`config.mk`:
```
export PLATFORM = sky130hd
export DESIGN_NAME = ccgp_clock_ctrl
export DESIGN_NICKNAME = d
export VERILOG_FILES = /design/src/hdl/ccgp_pkg.sv /design/src/hdl/ccgp_clock_ctrl.sv /design/src/hdl/ccgp_divider.sv /design/src/hdl/ccgp_timer.sv
export SDC_FILE = /design/constraint.sdc
export NUM_CORES = 1
export LEC_CHECK = 0
export ABC_CLOCK_PERIOD_IN_PS = 6100
export BUFFER_PORTS_ARGS = -buffer_cell sky130_fd_sc_hd__buf_2
export CAP_MARGIN = 20
export CORE_MARGIN = 1.5
export CORE_UTILIZATION = 55
export CTS_CLUSTER_SIZE = 20
export DETAILED_ROUTE_END_ITERATION = 8
export PLACE_DENSITY_LB_ADDON = 0.08
export SLEW_MARGIN = 0
export SYNTH_ARGS = -nofsm -noshare
export SYNTH_HDL_FRONTEND = slang
export SYNTH_SLANG_ARGS = --single-unit
```
`constraint.sdc`:
```
create_clock -name i_clk -period 6.1 [get_ports i_clk]
set_clock_uncertainty 0.2 [all_clocks]
set_input_delay 0.305 -clock i_clk [delete_from_list [all_inputs] [get_ports i_clk]]
set_output_delay 0.305 -clock i_clk [all_outputs]
set_load 0.01 [all_outputs]
```
`src/hdl/ccgp_pkg.sv`:
```
/*
 * Package of the clock generator control block: register offsets, field
 * positions, reset values, mode codes and timing counts.
 * Assumes a 125 MHz block clock and a 32-bit APB register port.
 */
package ccgp_pkg;
    // Register byte offsets on the APB port.
    localparam logic [7:0] OFS_SYSTEM_CLOCK_CONTROL = 8'h00;
    localparam logic [7:0] OFS_OSCILLATOR_CONTROL = 8'h04;
    localparam logic [7:0] OFS_LOW_POWER_MODE_CONTROL = 8'h08;
    localparam logic [7:0] OFS_PLL_SELECTION = 8'h0C;
    localparam logic [7:0] OFS_CLOCK_REGISTER_WRITE_KEY = 8'h10;

    // System clock control fields.
    localparam int GEAR_LSB = 0;
    localparam int PRESCALER_SELECT_LSB = 8;
    localparam int PERIPHERAL_CLOCK_SELECT_LSB = 12;

    // Oscillator control fields.
    localparam int WARMUP_START_BIT = 0;
    localparam int WARMUP_ACTIVE_BIT = 1;
    localparam int RUN_CONTROL_BIT = 2;
    localparam int FIXED_FIELD_LSB = 3;
    localparam int EXT_OSC_ENABLE_BIT = 8;
    localparam int OSC_STATUS_BIT = 9;
    localparam int INT_OSC_ENABLE_BIT = 16;
    localparam int OSC_SOURCE_SELECT_BIT = 17;
    localparam int EXT_SOURCE_SELECT_BIT = 18;
    localparam int WARMUP_CLOCK_SELECT_BIT = 19;
    localparam int WARMUP_COUNT_LSB = 20;

    // PLL selection fields.
    localparam int MULTIPLIED_USE_BIT = 0;
    localparam int MULTIPLIER_LSB = 1;
    localparam int MULTIPLIED_STATUS_BIT = 18;

    // Reset values and codes.
    localparam logic [2:0] GEAR_RESET = 3'h0;
    localparam logic [2:0] PRESCALER_RESET = 3'h0;
    localparam logic [2:0] PERIPHERAL_SELECT_RESET = 3'h0;
    localparam logic [4:0] FIXED_FIELD_VALUE = 5'h06;
    localparam logic [2:0] MODE_DEEP_STOP = 3'h1;
    localparam logic [2:0] MODE_IDLE = 3'h3;
    localparam logic [2:0] LOW_POWER_MODE_RESET = MODE_IDLE;
    localparam logic [14:0] MULTIPLIER_DOUBLE = 15'h609F;
    localparam logic [14:0] MULTIPLIER_RESET = 15'h0000;
    localparam logic [7:0] WRITE_KEY_ENABLE = 8'hC1;
    localparam logic [7:0] WRITE_KEY_RESET = WRITE_KEY_ENABLE;

    // Timing.
    localparam int CLOCK_MHZ = 125;
    localparam int PLL_INIT_TIME_US = 100;
    localparam int PLL_INIT_CYCLES = PLL_INIT_TIME_US * CLOCK_MHZ;
    localparam int TIMER_WIDTH = 16;
    localparam int DIVIDER_WIDTH = 5;

    // Gear code to power-of-two divide; reserved codes divide by one.
    function automatic logic [2:0] ccgp_gear_shift(input logic [2:0] code);
        unique case (code)
            3'h4: ccgp_gear_shift = 3'h1;
            3'h5: ccgp_gear_shift = 3'h2;
            3'h6: ccgp_gear_shift = 3'h3;
            3'h7: ccgp_gear_shift = 3'h4;
            default: ccgp_gear_shift = 3'h0;
        endcase
    endfunction

    // Prescaler code to power-of-two divide; reserved codes divide by one.
    function automatic logic [2:0] ccgp_prescaler_shift(input logic [2:0] code);
        ccgp_prescaler_shift = (code > 3'h5) ? 3'h0 : code;
    endfunction
endpackage

```
`src/hdl/ccgp_clock_ctrl.sv`:
```
/*
 * Clock generator control: high-speed clock select with a doubling PLL,
 * gear and prescaler dividers, low-power mode code, warm-up and PLL init
 * timers, and a key that guards register writes. All clocks are modelled
 * as one-cycle enables on i_clk.
 * Assumes an APB master on i_clk and a power controller that pulses
 * i_deep_stop_wakeup on i_clk when the part leaves the deep stop mode.
 */
`timescale 1ns/10ps
`default_nettype none
module ccgp_clock_ctrl
    import ccgp_pkg::*;
#(
    parameter int PLL_INIT_COUNT = ccgp_pkg::PLL_INIT_CYCLES
) (
    input wire logic i_clk,
    input wire logic i_reset,
    input wire logic i_psel,
    input wire logic i_penable,
    input wire logic i_pwrite,
    input wire logic [7:0] i_paddr,
    input wire logic [31:0] i_pwdata,
    output logic [31:0] o_prdata,
    output logic o_pready,
    output logic o_pslverr,
    input wire logic i_deep_stop_wakeup,
    output logic o_high_speed_clock_en,
    output logic o_system_clock_en,
    output logic o_peripheral_clock_en,
    output logic o_prescaler_clock_en,
    output logic [2:0] o_low_power_mode_code,
    output logic o_internal_oscillator_enable,
    output logic o_external_oscillator_enable,
    output logic o_oscillator_source_select,
    output logic o_multiplier_run_control,
    output logic o_multiplied_clock_status
);
    typedef struct packed {
        logic [2:0] gear;
        logic [2:0] prescaler_select;
        logic [2:0] peripheral_clock_select;
        logic [11:0] warmup_count;
        logic warmup_clock_select;
        logic ext_source_select;
        logic oscillator_source_select;
        logic internal_oscillator_enable;
        logic external_oscillator_enable;
        logic multiplier_run_control;
        logic [2:0] low_power_mode_code;
        logic [14:0] multiplier;
        logic multiplied_clock_use;
        logic [7:0] write_key;
        logic osc_phase;
        logic multiplied_clock_status;
        logic high_speed_en;
        logic peripheral_en;
        logic [31:0] prdata;
        logic pready;
        logic pslverr;
        logic warmup_start;
        logic init_start;
    } ccgp_state_t;

    ccgp_state_t state_reg;
    ccgp_state_t state_next;
    logic wr_access;
    logic key_open;
    logic osc_running;
    logic osc_tick;
    logic pll_tick;
    logic pll_ready;
    logic warmup_tick;
    logic warmup_busy;
    logic init_busy;
    logic system_en;
    logic prescaler_en;
    logic [31:0] read_word;
    logic addr_known;

    ////////////////////////////////////////////////////////////////////////
    // Clock sources as enables.

    // The oscillator clock ticks every other cycle so that the doubled clock
    // can tick every cycle and still be an exact multiple of it.
    assign osc_running = state_reg.oscillator_source_select ?
        state_reg.external_oscillator_enable : state_reg.internal_oscillator_enable;
    assign osc_tick = osc_running && state_reg.osc_phase;
    // The PLL only delivers once it is running and its init period is over.
    assign pll_ready = state_reg.multiplier_run_control && !init_busy;
    assign pll_tick = pll_ready && osc_running;
    assign warmup_tick = state_reg.osc_phase && (state_reg.warmup_clock_select ?
        state_reg.external_oscillator_enable : state_reg.internal_oscillator_enable);
    assign wr_access = i_psel && i_penable && state_reg.pready && i_pwrite;
    assign key_open = (state_reg.write_key == WRITE_KEY_ENABLE);

    ////////////////////////////////////////////////////////////////////////
    // Register read image.

    always_comb begin
        read_word = 32'h0000_0000;
        addr_known = 1'b1;
        unique case (i_paddr)
            OFS_SYSTEM_CLOCK_CONTROL: begin
                read_word[GEAR_LSB +: 3] = state_reg.gear;
                read_word[PRESCALER_SELECT_LSB +: 3] = state_reg.prescaler_select;
                read_word[PERIPHERAL_CLOCK_SELECT_LSB +: 3] = state_reg.peripheral_clock_select;
            end
            OFS_OSCILLATOR_CONTROL: begin
                read_word[WARMUP_ACTIVE_BIT] = warmup_busy;
                read_word[RUN_CONTROL_BIT] = state_reg.multiplier_run_control;
                read_word[FIXED_FIELD_LSB +: 5] = FIXED_FIELD_VALUE;
                read_word[EXT_OSC_ENABLE_BIT] = state_reg.external_oscillator_enable;
                read_word[OSC_STATUS_BIT] = state_reg.oscillator_source_select;
                read_word[INT_OSC_ENABLE_BIT] = state_reg.internal_oscillator_enable;
                read_word[OSC_SOURCE_SELECT_BIT] = state_reg.oscillator_source_select;
                read_word[EXT_SOURCE_SELECT_BIT] = state_reg.ext_source_select;
                read_word[WARMUP_CLOCK_SELECT_BIT] = state_reg.warmup_clock_select;
                read_word[WARMUP_COUNT_LSB +: 12] = state_reg.warmup_count;
            end
            OFS_LOW_POWER_MODE_CONTROL: begin
                read_word[2:0] = state_reg.low_power_mode_code;
            end
            OFS_PLL_SELECTION: begin
                read_word[MULTIPLIED_USE_BIT] = state_reg.multiplied_clock_use;
                read_word[MULTIPLIER_LSB +: 15] = state_reg.multiplier;
                read_word[MULTIPLIED_STATUS_BIT] = state_reg.multiplied_clock_status;
            end
            OFS_CLOCK_REGISTER_WRITE_KEY: begin
                read_word[7:0] = state_reg.write_key;
            end
            default: begin
                addr_known = 1'b0;
            end
        endcase
    end

    ////////////////////////////////////////////////////////////////////////
    // Next state.

    always_comb begin
        state_next = state_reg;
        state_next.warmup_start = 1'b0;
        state_next.init_start = 1'b0;
        state_next.osc_phase = !state_reg.osc_phase;
        // Zero-wait answer: data latched in setup, pready high in access.
        state_next.pready = i_psel && !i_penable;
        state_next.pslverr = i_psel && !i_penable && !addr_known;
        if (i_psel && !i_penable) begin
            state_next.prdata = read_word;
        end
        if (wr_access && i_paddr == OFS_CLOCK_REGISTER_WRITE_KEY) begin
            state_next.write_key = i_pwdata[7:0];
        end
        if (wr_access && key_open) begin
            unique case (i_paddr)
                OFS_SYSTEM_CLOCK_CONTROL: begin
                    state_next.gear = i_pwdata[GEAR_LSB +: 3];
                    state_next.prescaler_select = i_pwdata[PRESCALER_SELECT_LSB +: 3];
                    state_next.peripheral_clock_select =
                        i_pwdata[PERIPHERAL_CLOCK_SELECT_LSB +: 3];
                end
                OFS_OSCILLATOR_CONTROL: begin
                    state_next.warmup_start = i_pwdata[WARMUP_START_BIT];
                    state_next.multiplier_run_control = i_pwdata[RUN_CONTROL_BIT];
                    state_next.external_oscillator_enable = i_pwdata[EXT_OSC_ENABLE_BIT];
                    state_next.internal_oscillator_enable = i_pwdata[INT_OSC_ENABLE_BIT];
                    state_next.oscillator_source_select = i_pwdata[OSC_SOURCE_SELECT_BIT];
                    state_next.ext_source_select = i_pwdata[EXT_SOURCE_SELECT_BIT];
                    state_next.warmup_clock_select = i_pwdata[WARMUP_CLOCK_SELECT_BIT];
                    state_next.warmup_count = i_pwdata[WARMUP_COUNT_LSB +: 12];
                end
                OFS_LOW_POWER_MODE_CONTROL: begin
                    state_next.low_power_mode_code = i_pwdata[2:0];
                end
                OFS_PLL_SELECTION: begin
                    state_next.multiplied_clock_use = i_pwdata[MULTIPLIED_USE_BIT];
                    // Any write here restarts the init period, even with an unchanged multiplier.
                    state_next.multiplier = i_pwdata[MULTIPLIER_LSB +: 15];
                    state_next.init_start = 1'b1;
                end
                default: begin
                end
            endcase
        end
        // Leaving deep stop overrides a write landing in the same cycle.
        if (i_deep_stop_wakeup) begin
            state_next.warmup_clock_select = 1'b0;
            state_next.oscillator_source_select = 1'b0;
            state_next.internal_oscillator_enable = 1'b1;
            state_next.external_oscillator_enable = 1'b0;
            state_next.multiplier_run_control = 1'b0;
            state_next.multiplied_clock_use = 1'b0;
        end
        // Source changes only at an oscillator tick, where both enables are
        // high together, so no tick is ever cut short or doubled.
        if (state_reg.osc_phase) begin
            state_next.multiplied_clock_status =
                state_reg.multiplied_clock_use && pll_ready;
        end
        state_next.high_speed_en = state_reg.multiplied_clock_status ?
            pll_tick : osc_tick;
        // Code 000 feeds peripherals from the gear clock, else from fast clock.
        state_next.peripheral_en = (state_reg.peripheral_clock_select == 3'h0) ?
            system_en : state_reg.high_speed_en;
    end

    ////////////////////////////////////////////////////////////////////////
    // Registers and dividers.

    always_ff @(posedge i_clk or posedge i_reset) begin
        if (i_reset) begin
            state_reg <= '0;
            state_reg.gear <= GEAR_RESET;
            state_reg.prescaler_select <= PRESCALER_RESET;
            state_reg.peripheral_clock_select <= PERIPHERAL_SELECT_RESET;
            state_reg.internal_oscillator_enable <= 1'b1;
            state_reg.low_power_mode_code <= LOW_POWER_MODE_RESET;
            state_reg.multiplier <= MULTIPLIER_RESET;
            state_reg.write_key <= WRITE_KEY_RESET;
        end else begin
            state_reg <= state_next;
        end
    end

    ccgp_divider u_gear_div (
        .i_clk(i_clk),
        .i_reset(i_reset),
        .i_tick(state_reg.high_speed_en),
        .i_shift(ccgp_gear_shift(state_reg.gear)),
        .o_pulse(system_en)
    );

    ccgp_divider u_prescaler_div (
        .i_clk(i_clk),
        .i_reset(i_reset),
        .i_tick(state_reg.peripheral_en),
        .i_shift(ccgp_prescaler_shift(state_reg.prescaler_select)),
        .o_pulse(prescaler_en)
    );

    ccgp_timer u_warmup_timer (
        .i_clk(i_clk),
        .i_reset(i_reset),
        .i_start(state_reg.warmup_start),
        .i_tick(warmup_tick),
        .i_load({state_reg.warmup_count, 4'h0}),
        .o_busy(warmup_busy)
    );

    ccgp_timer u_init_timer (
        .i_clk(i_clk),
        .i_reset(i_reset),
        .i_start(state_reg.init_start),
        .i_tick(1'b1),
        .i_load(TIMER_WIDTH'(PLL_INIT_COUNT)),
        .o_busy(init_busy)
    );

    assign o_prdata = state_reg.prdata;
    assign o_pready = state_reg.pready;
    assign o_pslverr = state_reg.pslverr;
    assign o_high_speed_clock_en = state_reg.high_speed_en;
    assign o_system_clock_en = system_en;
    assign o_peripheral_clock_en = state_reg.peripheral_en;
    assign o_prescaler_clock_en = prescaler_en;
    assign o_low_power_mode_code = state_reg.low_power_mode_code;
    assign o_internal_oscillator_enable = state_reg.internal_oscillator_enable;
    assign o_external_oscillator_enable = state_reg.external_oscillator_enable;
    assign o_oscillator_source_select = state_reg.oscillator_source_select;
    assign o_multiplier_run_control = state_reg.multiplier_run_control;
    assign o_multiplied_clock_status = state_reg.multiplied_clock_status;
endmodule
`default_nettype wire

```
`src/hdl/ccgp_divider.sv`:
```
/*
 * Power-of-two enable divider: passes one input tick in every 2**shift.
 * Assumes i_tick is a one-cycle enable on i_clk and shift is at most 4 or 5.
 */
`timescale 1ns/10ps
`default_nettype none
module ccgp_divider
    import ccgp_pkg::*;
(
    input wire logic i_clk,
    input wire logic i_reset,
    input wire logic i_tick,
    input wire logic [2:0] i_shift,
    output logic o_pulse
);
    typedef struct packed {
        logic [DIVIDER_WIDTH-1:0] count;
        logic pulse;
    } ccgp_div_state_t;

    ccgp_div_state_t state_reg;
    ccgp_div_state_t state_next;
    logic [DIVIDER_WIDTH-1:0] mask;

    always_comb begin
        mask = DIVIDER_WIDTH'((DIVIDER_WIDTH'(1) << i_shift) - DIVIDER_WIDTH'(1));
        state_next = state_reg;
        state_next.pulse = i_tick && ((state_reg.count & mask) == mask);
        if (i_tick) begin
            state_next.count = state_reg.count + DIVIDER_WIDTH'(1);
        end
    end

    always_ff @(posedge i_clk or posedge i_reset) begin
        if (i_reset) begin
            state_reg <= '0;
        end else begin
            state_reg <= state_next;
        end
    end

    assign o_pulse = state_reg.pulse;
endmodule
`default_nettype wire

```
`src/hdl/ccgp_timer.sv`:
```
/*
 * Down-counting timer: loads a count on start, counts ticks, busy until zero.
 * Assumes i_start and i_tick are enables from logic on i_clk.
 */
`timescale 1ns/10ps
`default_nettype none
module ccgp_timer
    import ccgp_pkg::*;
(
    input wire logic i_clk,
    input wire logic i_reset,
    input wire logic i_start,
    input wire logic i_tick,
    input wire logic [TIMER_WIDTH-1:0] i_load,
    output logic o_busy
);
    typedef struct packed {
        logic [TIMER_WIDTH-1:0] count;
    } ccgp_tmr_state_t;

    ccgp_tmr_state_t state_reg;
    ccgp_tmr_state_t state_next;

    always_comb begin
        state_next = state_reg;
        if (i_start) begin
            state_next.count = i_load;
        end else if (i_tick && state_reg.count != '0) begin
            state_next.count = state_reg.count - TIMER_WIDTH'(1);
        end
    end

    always_ff @(posedge i_clk or posedge i_reset) begin
        if (i_reset) begin
            state_reg <= '0;
        end else begin
            state_reg <= state_next;
        end
    end

    assign o_busy = (state_reg.count != '0);
endmodule
`default_nettype wire

```
# ---- After elaboration in Yosys (flattened, before gate mapping)
# Index checks and enable logic that the tools add are counted.
dict set report totals {
  ff_bits 138
  input_bits 46
  output_inout_bits 46
  word_cells 118
}
dict set report op_classes {
  add_sub_neg 6
  magnitude_cmp 1
  n_eq_ne 11
  n_shift 2
  mux 32
  bitwise_logic 2
  reduce_logical 35
}
# operator count
set ops {}
lappend ops {{$mux 16} 5}
lappend ops {{$reduce_bool 16->1} 2}
lappend ops {{$sub 16x1->16 const B} 2}
lappend ops {{$mux 25} 1}
lappend ops {{$eq 8x4->1 const B} 2}
lappend ops {{$logic_and 1x1->1} 15}
lappend ops {{$pmux 5 s3} 1}
lappend ops {{$mux 13} 1}
lappend ops {{$eq 3x3->1 const B} 4}
lappend ops {{$pmux 3 s4} 1}
lappend ops {{$reduce_and 2->1} 6}
lappend ops {{$mux 1} 11}
lappend ops {{$add 5x1->5 const B} 2}
lappend ops {{$and 5x5->5} 2}
lappend ops {{$eq 5x5->1} 2}
lappend ops {{$pmux 2 s5} 1}
lappend ops {{$reduce_bool 2->1} 5}
lappend ops {{$shl 1x3->5 const A} 2}
lappend ops {{$sub 5x2->5 const B} 2}
lappend ops {{$eq 8x3->1 const B} 1}
lappend ops {{$eq 8x5->1 const B} 1}
lappend ops {{$eq 8x8->1 const B} 1}
lappend ops {{$logic_not 8->1} 1}
lappend ops {{$mux 3} 2}
lappend ops {{11 further kinds} 16}

# ---- Depth between registers and ports, before layout
dict set report depth {
  word_depth 7
  depth_mapped 8
  depth_no_buf 7
}

# ---- By module
# Synthesis repeated with hierarchy kept, for this count alone.
dict set report unflattened {
  hier_cells 645
  hier_area_um2 6962.9
}
# mod n_inst cells_each area_per_inst_um2 seq_area_each_um2
set modules_own_cells {}
lappend modules_own_cells {ccgp_clock_ctrl 1 351 4290.4 2359.8}
lappend modules_own_cells {ccgp_timer 2 122 1057.3 400.4}
lappend modules_own_cells {ccgp_divider 2 25 279.0 150.1}

# ---- Worst setup path after synthesis
# No wires, ideal clock.
dict set report synth_path {
  path_type {register to register}
  start {reg u_warmup_timer.state_reg[0] in the netlist's numbering}
  end {reg u_warmup_timer.state_reg[1] in the netlist's numbering}
  setup_time_ns 0.072
  arrival_ns 1.925
  t_required_ns 5.828
  slack_ns 3.903
  stages_incl_launch_ff 8
  n_path_buf 0
  period_less_slack_ns 2.197
  path_cell_list {dfrtp_1 -> inv_1 -> ha_1 -> nor3b_1 -> nand4_1 -> o21ai_1 -> mux2_2 -> nor2_1}
}
dict set report synth_via {
  elab_chain_len 3
  elab_cells_between_ends 6
  classes_between {add/sub: 1; mux: 2; reduce/logical: 3}
}
# element line
set synth_lines {}
lappend synth_lines {{from (decl)} ccgp_timer.sv:21} ;# ccgp_tmr_state_t state_reg;
lappend synth_lines {{from (signal assigned)} ccgp_timer.sv:37} ;# state_reg <= state_next;
lappend synth_lines {{$sub 16x1->16 / $reduce_bool 16->1 (equally long branches)} {ccgp_timer.sv:29, ccgp_timer.sv:28}}
lappend synth_lines {{$mux 16 / $logic_and 1x1->1 (equally long branches)} ccgp_timer.sv:28} ;# end else if (i_tick && state_reg.count != '0) begin
lappend synth_lines {{$mux 16 / $reduce_bool 2->1 (equally long branches)} --}
# Several ways; a longest one is shown, not always the timed one. The select of a mux whose other input is x is not followed.
# A chain may end at the register's enable or synchronous reset.

# ---- Final worst setup path
dict set report layout_path {
  start {reg state_reg[46] in the netlist's numbering}
  end {reg state_reg (netlist bit o_internal_oscillator_enable)}
}
dict set report layout_via {
  elab_chain_len 4
}
# element line
set layout_lines {}
lappend layout_lines {{from (decl)} ccgp_clock_ctrl.sv:64} ;# ccgp_state_t state_reg;
lappend layout_lines {{from (signal assigned)} ccgp_clock_ctrl.sv:221} ;# state_reg <= state_next;
lappend layout_lines {{$eq 8x8->1} ccgp_clock_ctrl.sv:94} ;# assign key_open = (state_reg.write_key == WRITE_KEY_ENABLE);
lappend layout_lines {{$logic_and 1x1->1} ccgp_clock_ctrl.sv:154} ;# if (wr_access && key_open) begin
lappend layout_lines {{$reduce_bool 2->1 (no source line)} --}
lappend layout_lines {{$reduce_and 2->1 (no source line)} --}
# Every way passes these cells.

==> summary.txt <==
Drt
  – Routed via count: between 4000 and 5000
  – TritonRoute pass-1 iters: 4
  – Wire per inst: 16.92 um
  – Drt initial violations: 290
  – Overall routed net length: between 10 and 15 mm
  – DRC: 0
  – Final ANT Viol Nets: 0
  – DR vias/cell: 5.678

Yosys
  – Seq cells post-synth: 137
  – Yosys warns: 0
  – Ys async rst share: 100.0%
  – Number of flops mapped to enable cells by yosys: 0
  – Syn Inst Count: 608
  – Top cell type's share of synthesized area: between 50% and 60%
  – Synth Flop Type: dfrtp_1
  – Post-Syn Area: 6475 um^2
  – Avg Inst Size Synth: 10.65 um^2
  – Synth unique cells: 60
  – Top area cells in the synthesized netlist: dfrtp_1 51%, mux2_2 7.8%, nand2_1 4.6%
  – Most numerous cell in the Yosys netlist: dfrtp_1
  – Sequential fraction of the synthesis area: 53.06%
  – Most common library cells after synthesis: 131 x dfrtp_1, 79 x nand2_1, 50 x nor2_1
  – Syn_nets: 660
  – Post-synth top area cell: dfrtp_1

Timing
  – Slew Limit Fails: 0
  – Slew headroom: 47.10%
  – RSZ-0062 raised after global routing: no
  – Final WS setup: 3.018 ns
  – Setup Viol. Count Final: 0
  – Setup TNS: 0 ns
  – Final Critical Period: 3.082 ns
  – Worst-margin pin slew: 0.7934 ns
  – Final Hold Violating Endpoints: 0
  – Max Freq: 324.5 MHz
  – Fin crit share: 50.52%

Floorplanning
  – Std-Cell Rows: 39
  – Die Ht: between 100 and 150 um
  – Initial Util: 56.46%
  – Die Wd: around 110 um
  – # IOs: 92
  – Core ar.: 11470 um^2
  – Die ar.: about 12000 um^2

Setup path
  – Reg2Reg Depth: 7
  – Crit Path Class: flip-flop to flip-flop
  – Reg2reg start: state_reg[46]
  – Crit path DAT: between 3 and 4 ns
  – R2R Setup Slk: 3.02 ns
  – Worst r2r dst: o_internal_oscillator_enable
  – Crit. End Element: flip-flop
  – Crit start category: flip-flop
  – Critical Path Fanout Max: 12
  – Critical Path RT: around 6.2 ns
  – CP endpoint: o_internal_oscillator_enable
  – Launch point of the worst path: state_reg[46]

Global routing
  – Vias in the first global route: 4887
  – Total GRT Usage: 25.04%
  – Initial antenna violation count: 0
  – First-pass GRT wire length: 24.56 mm
  – Grt ovf: 0
  – Largest net degree at the start of global routing: 82

Power
  – Int Pwr: 2.283 mW
  – Pwr per Cell Area: 423.9 nW/um^2
  – Clock network power share: a little over a third
  – Switching Fraction: between 30% and 40%
  – Psw: 1.042 mW
  – Flop pwr share: 32.8%
  – Comb power frac: 32.5%
  – Peak supply drop: 0.3426 mV
  – Static Leak: between 3 and 4 nW

Clock network
  – H-tree Lvls: 4
  – Num CTS Buffers: 17
  – Post-cts sizing count: 0
  – Clock Latency Late Sink: 0.43 ns
  – Clk sinks: around 140
  – Clock transition at path regs: 0.06 ns
  – Maximum clock insertion buffer count: 2
  – CTS root buf: clkbuf_16
  – CTS tree: built

Layout
  – Largest register FFs: 50
  – Sequential Area: 3436 um^2
  – Area growth, synth to finish: 21.16%
  – Antenna diodes: 0
  – Share of cells above drive strength 1: between 20% and 30%
  – Nets: 751
  – Fillers: 852
  – Multi-input logic area: 2635 um^2

Hold path
  – HP Class: primary input to flip-flop
  – Hold depth: 2

Status
  – Status: finished, final reports clean

Flow run
  – Max Cap Violations: 0

Placement
  – RD Place Congestion: approximately 0.85
  – Detailed Place HPWL: between 9 and 10 mm
  – Dpl ws: 3.340 ns
  – Port Buffers: 91
[through the flow]
| stage | utilization, % | cells | hold slack (ns) | cell area, um^2 | power (mW) |
|---|---|---|---|---|---|
| 4_1_cts | 68.04 | 853 | 0.06700 | 7802 | 3.353 |
| 3_3_place_gp | 59.05 | 785 | 0.2504 | 6771 | 2.132 |
| 5_1_grt | 68.41 | 855 | 0.1156 | 7845 | 3.539 |
| 2_1_floorplan | - | 608 | 0.1681 | 6475 | 1.975 |
| 6_report | 68.41 | 855 | 0.09157 | 7845 | 3.325 |
| 3_5_place_dp | 59.05 | 785 | 0.2513 | 6771 | 2.171 |
[power by group through the flow]
stage | Sequential (mW) | Clock (mW) | Combinational, mW
2_1_floorplan | 1.09 | 0 | 0.887
3_5_place_dp | 1.10 | 0 | 1.07
4_1_cts | 1.09 | 1.17 | 1.09
6_report | 1.09 | 1.15 | 1.08
3_3_place_gp | 1.10 | 0 | 1.03
5_1_grt | 1.10 | 1.21 | 1.23
[area by class of cell]
type	count	area share [%]
Clock inverter	11	2.424
Timing Repair Buffer	132	11.23
Clock buffer	21	6.124
Sequential cell	137	43.80
Inverter	11	0.5582
Tap cell	143	2.281
Multi-Input combinational cell	400	33.59
[how the worst min path moves through the flow]
stage | endpoint | start | slack (ns)
6_report | o_prdata[8] | i_paddr[4] | 0.09
5_1_grt | o_prdata[8] | i_paddr[4] | 0.12
4_1_cts | o_prdata[8] | i_paddr[4] | 0.07
3_5_place_dp | o_prdata[15] | o_prdata[15] | 0.25
3_3_place_gp | state_reg[52] | state_reg[52] | 0.25
2_1_floorplan | state_reg[48] | i_deep_stop_wakeup | 0.17
[logic make-up (layout without fill, tap and decap cells)]
family                   Yosys count  in the layout  synth area share (%)
multiplexers                      52             52                 8.908
XOR/XNOR                          27             27                 3.652
AND/OR/NAND/NOR                  225            225                 17.26
buffers and inverters             71            175                 6.280
adder cells (fa/ha/maj)            6              6                 1.159
AO/OA/AOI/OAI                     90             90                 9.681
flip-flops                       137            137                 53.06
[critical path, stage by stage (launching register included)]
cell and delay [ns]:
dfstp_2 0.54, nor4bb_1 0.45, nand3_1 0.17, nor2_2 0.50
buf_8 0.23, nor2b_1 0.07, a211o_1 0.27, dlygate4sd3_1 0.56
[placed cells by master (no fill, tap or decap), types with 12 or more instances in the layout]
cell type      synthesis  layout
nand3_1               12      12
a21oi_1               12      12
o21ai_0               26      26
nand2_1               79      79
a22o_1                19      19
clkbuf_16              0      17
dlygate4sd3_1          0      36
nor2_1                50      49
mux2_2                45      45
buf_2                  7      91
nor3_1                17      17
xnor2_1               17      17
dfrtp_1              131     131
[layer usage]
metal  global-route usage, %  up-vias  share of wire, %
met2                   40.57      131                49
met5                       0        -                 0
met3                   5.063       23               4.7
met1                   33.49     2406                44
met4                   9.705        0               1.7
li1                        -     2295                 -
[what timing repair did]
item | 4_1_cts | 5_1_grt
endpoints found under the hold margin | 123 | 0
setup buffers | 0 | 0
hold buffers | 36 | 0
No activity file was read; power rests on OpenSTA's default activity.
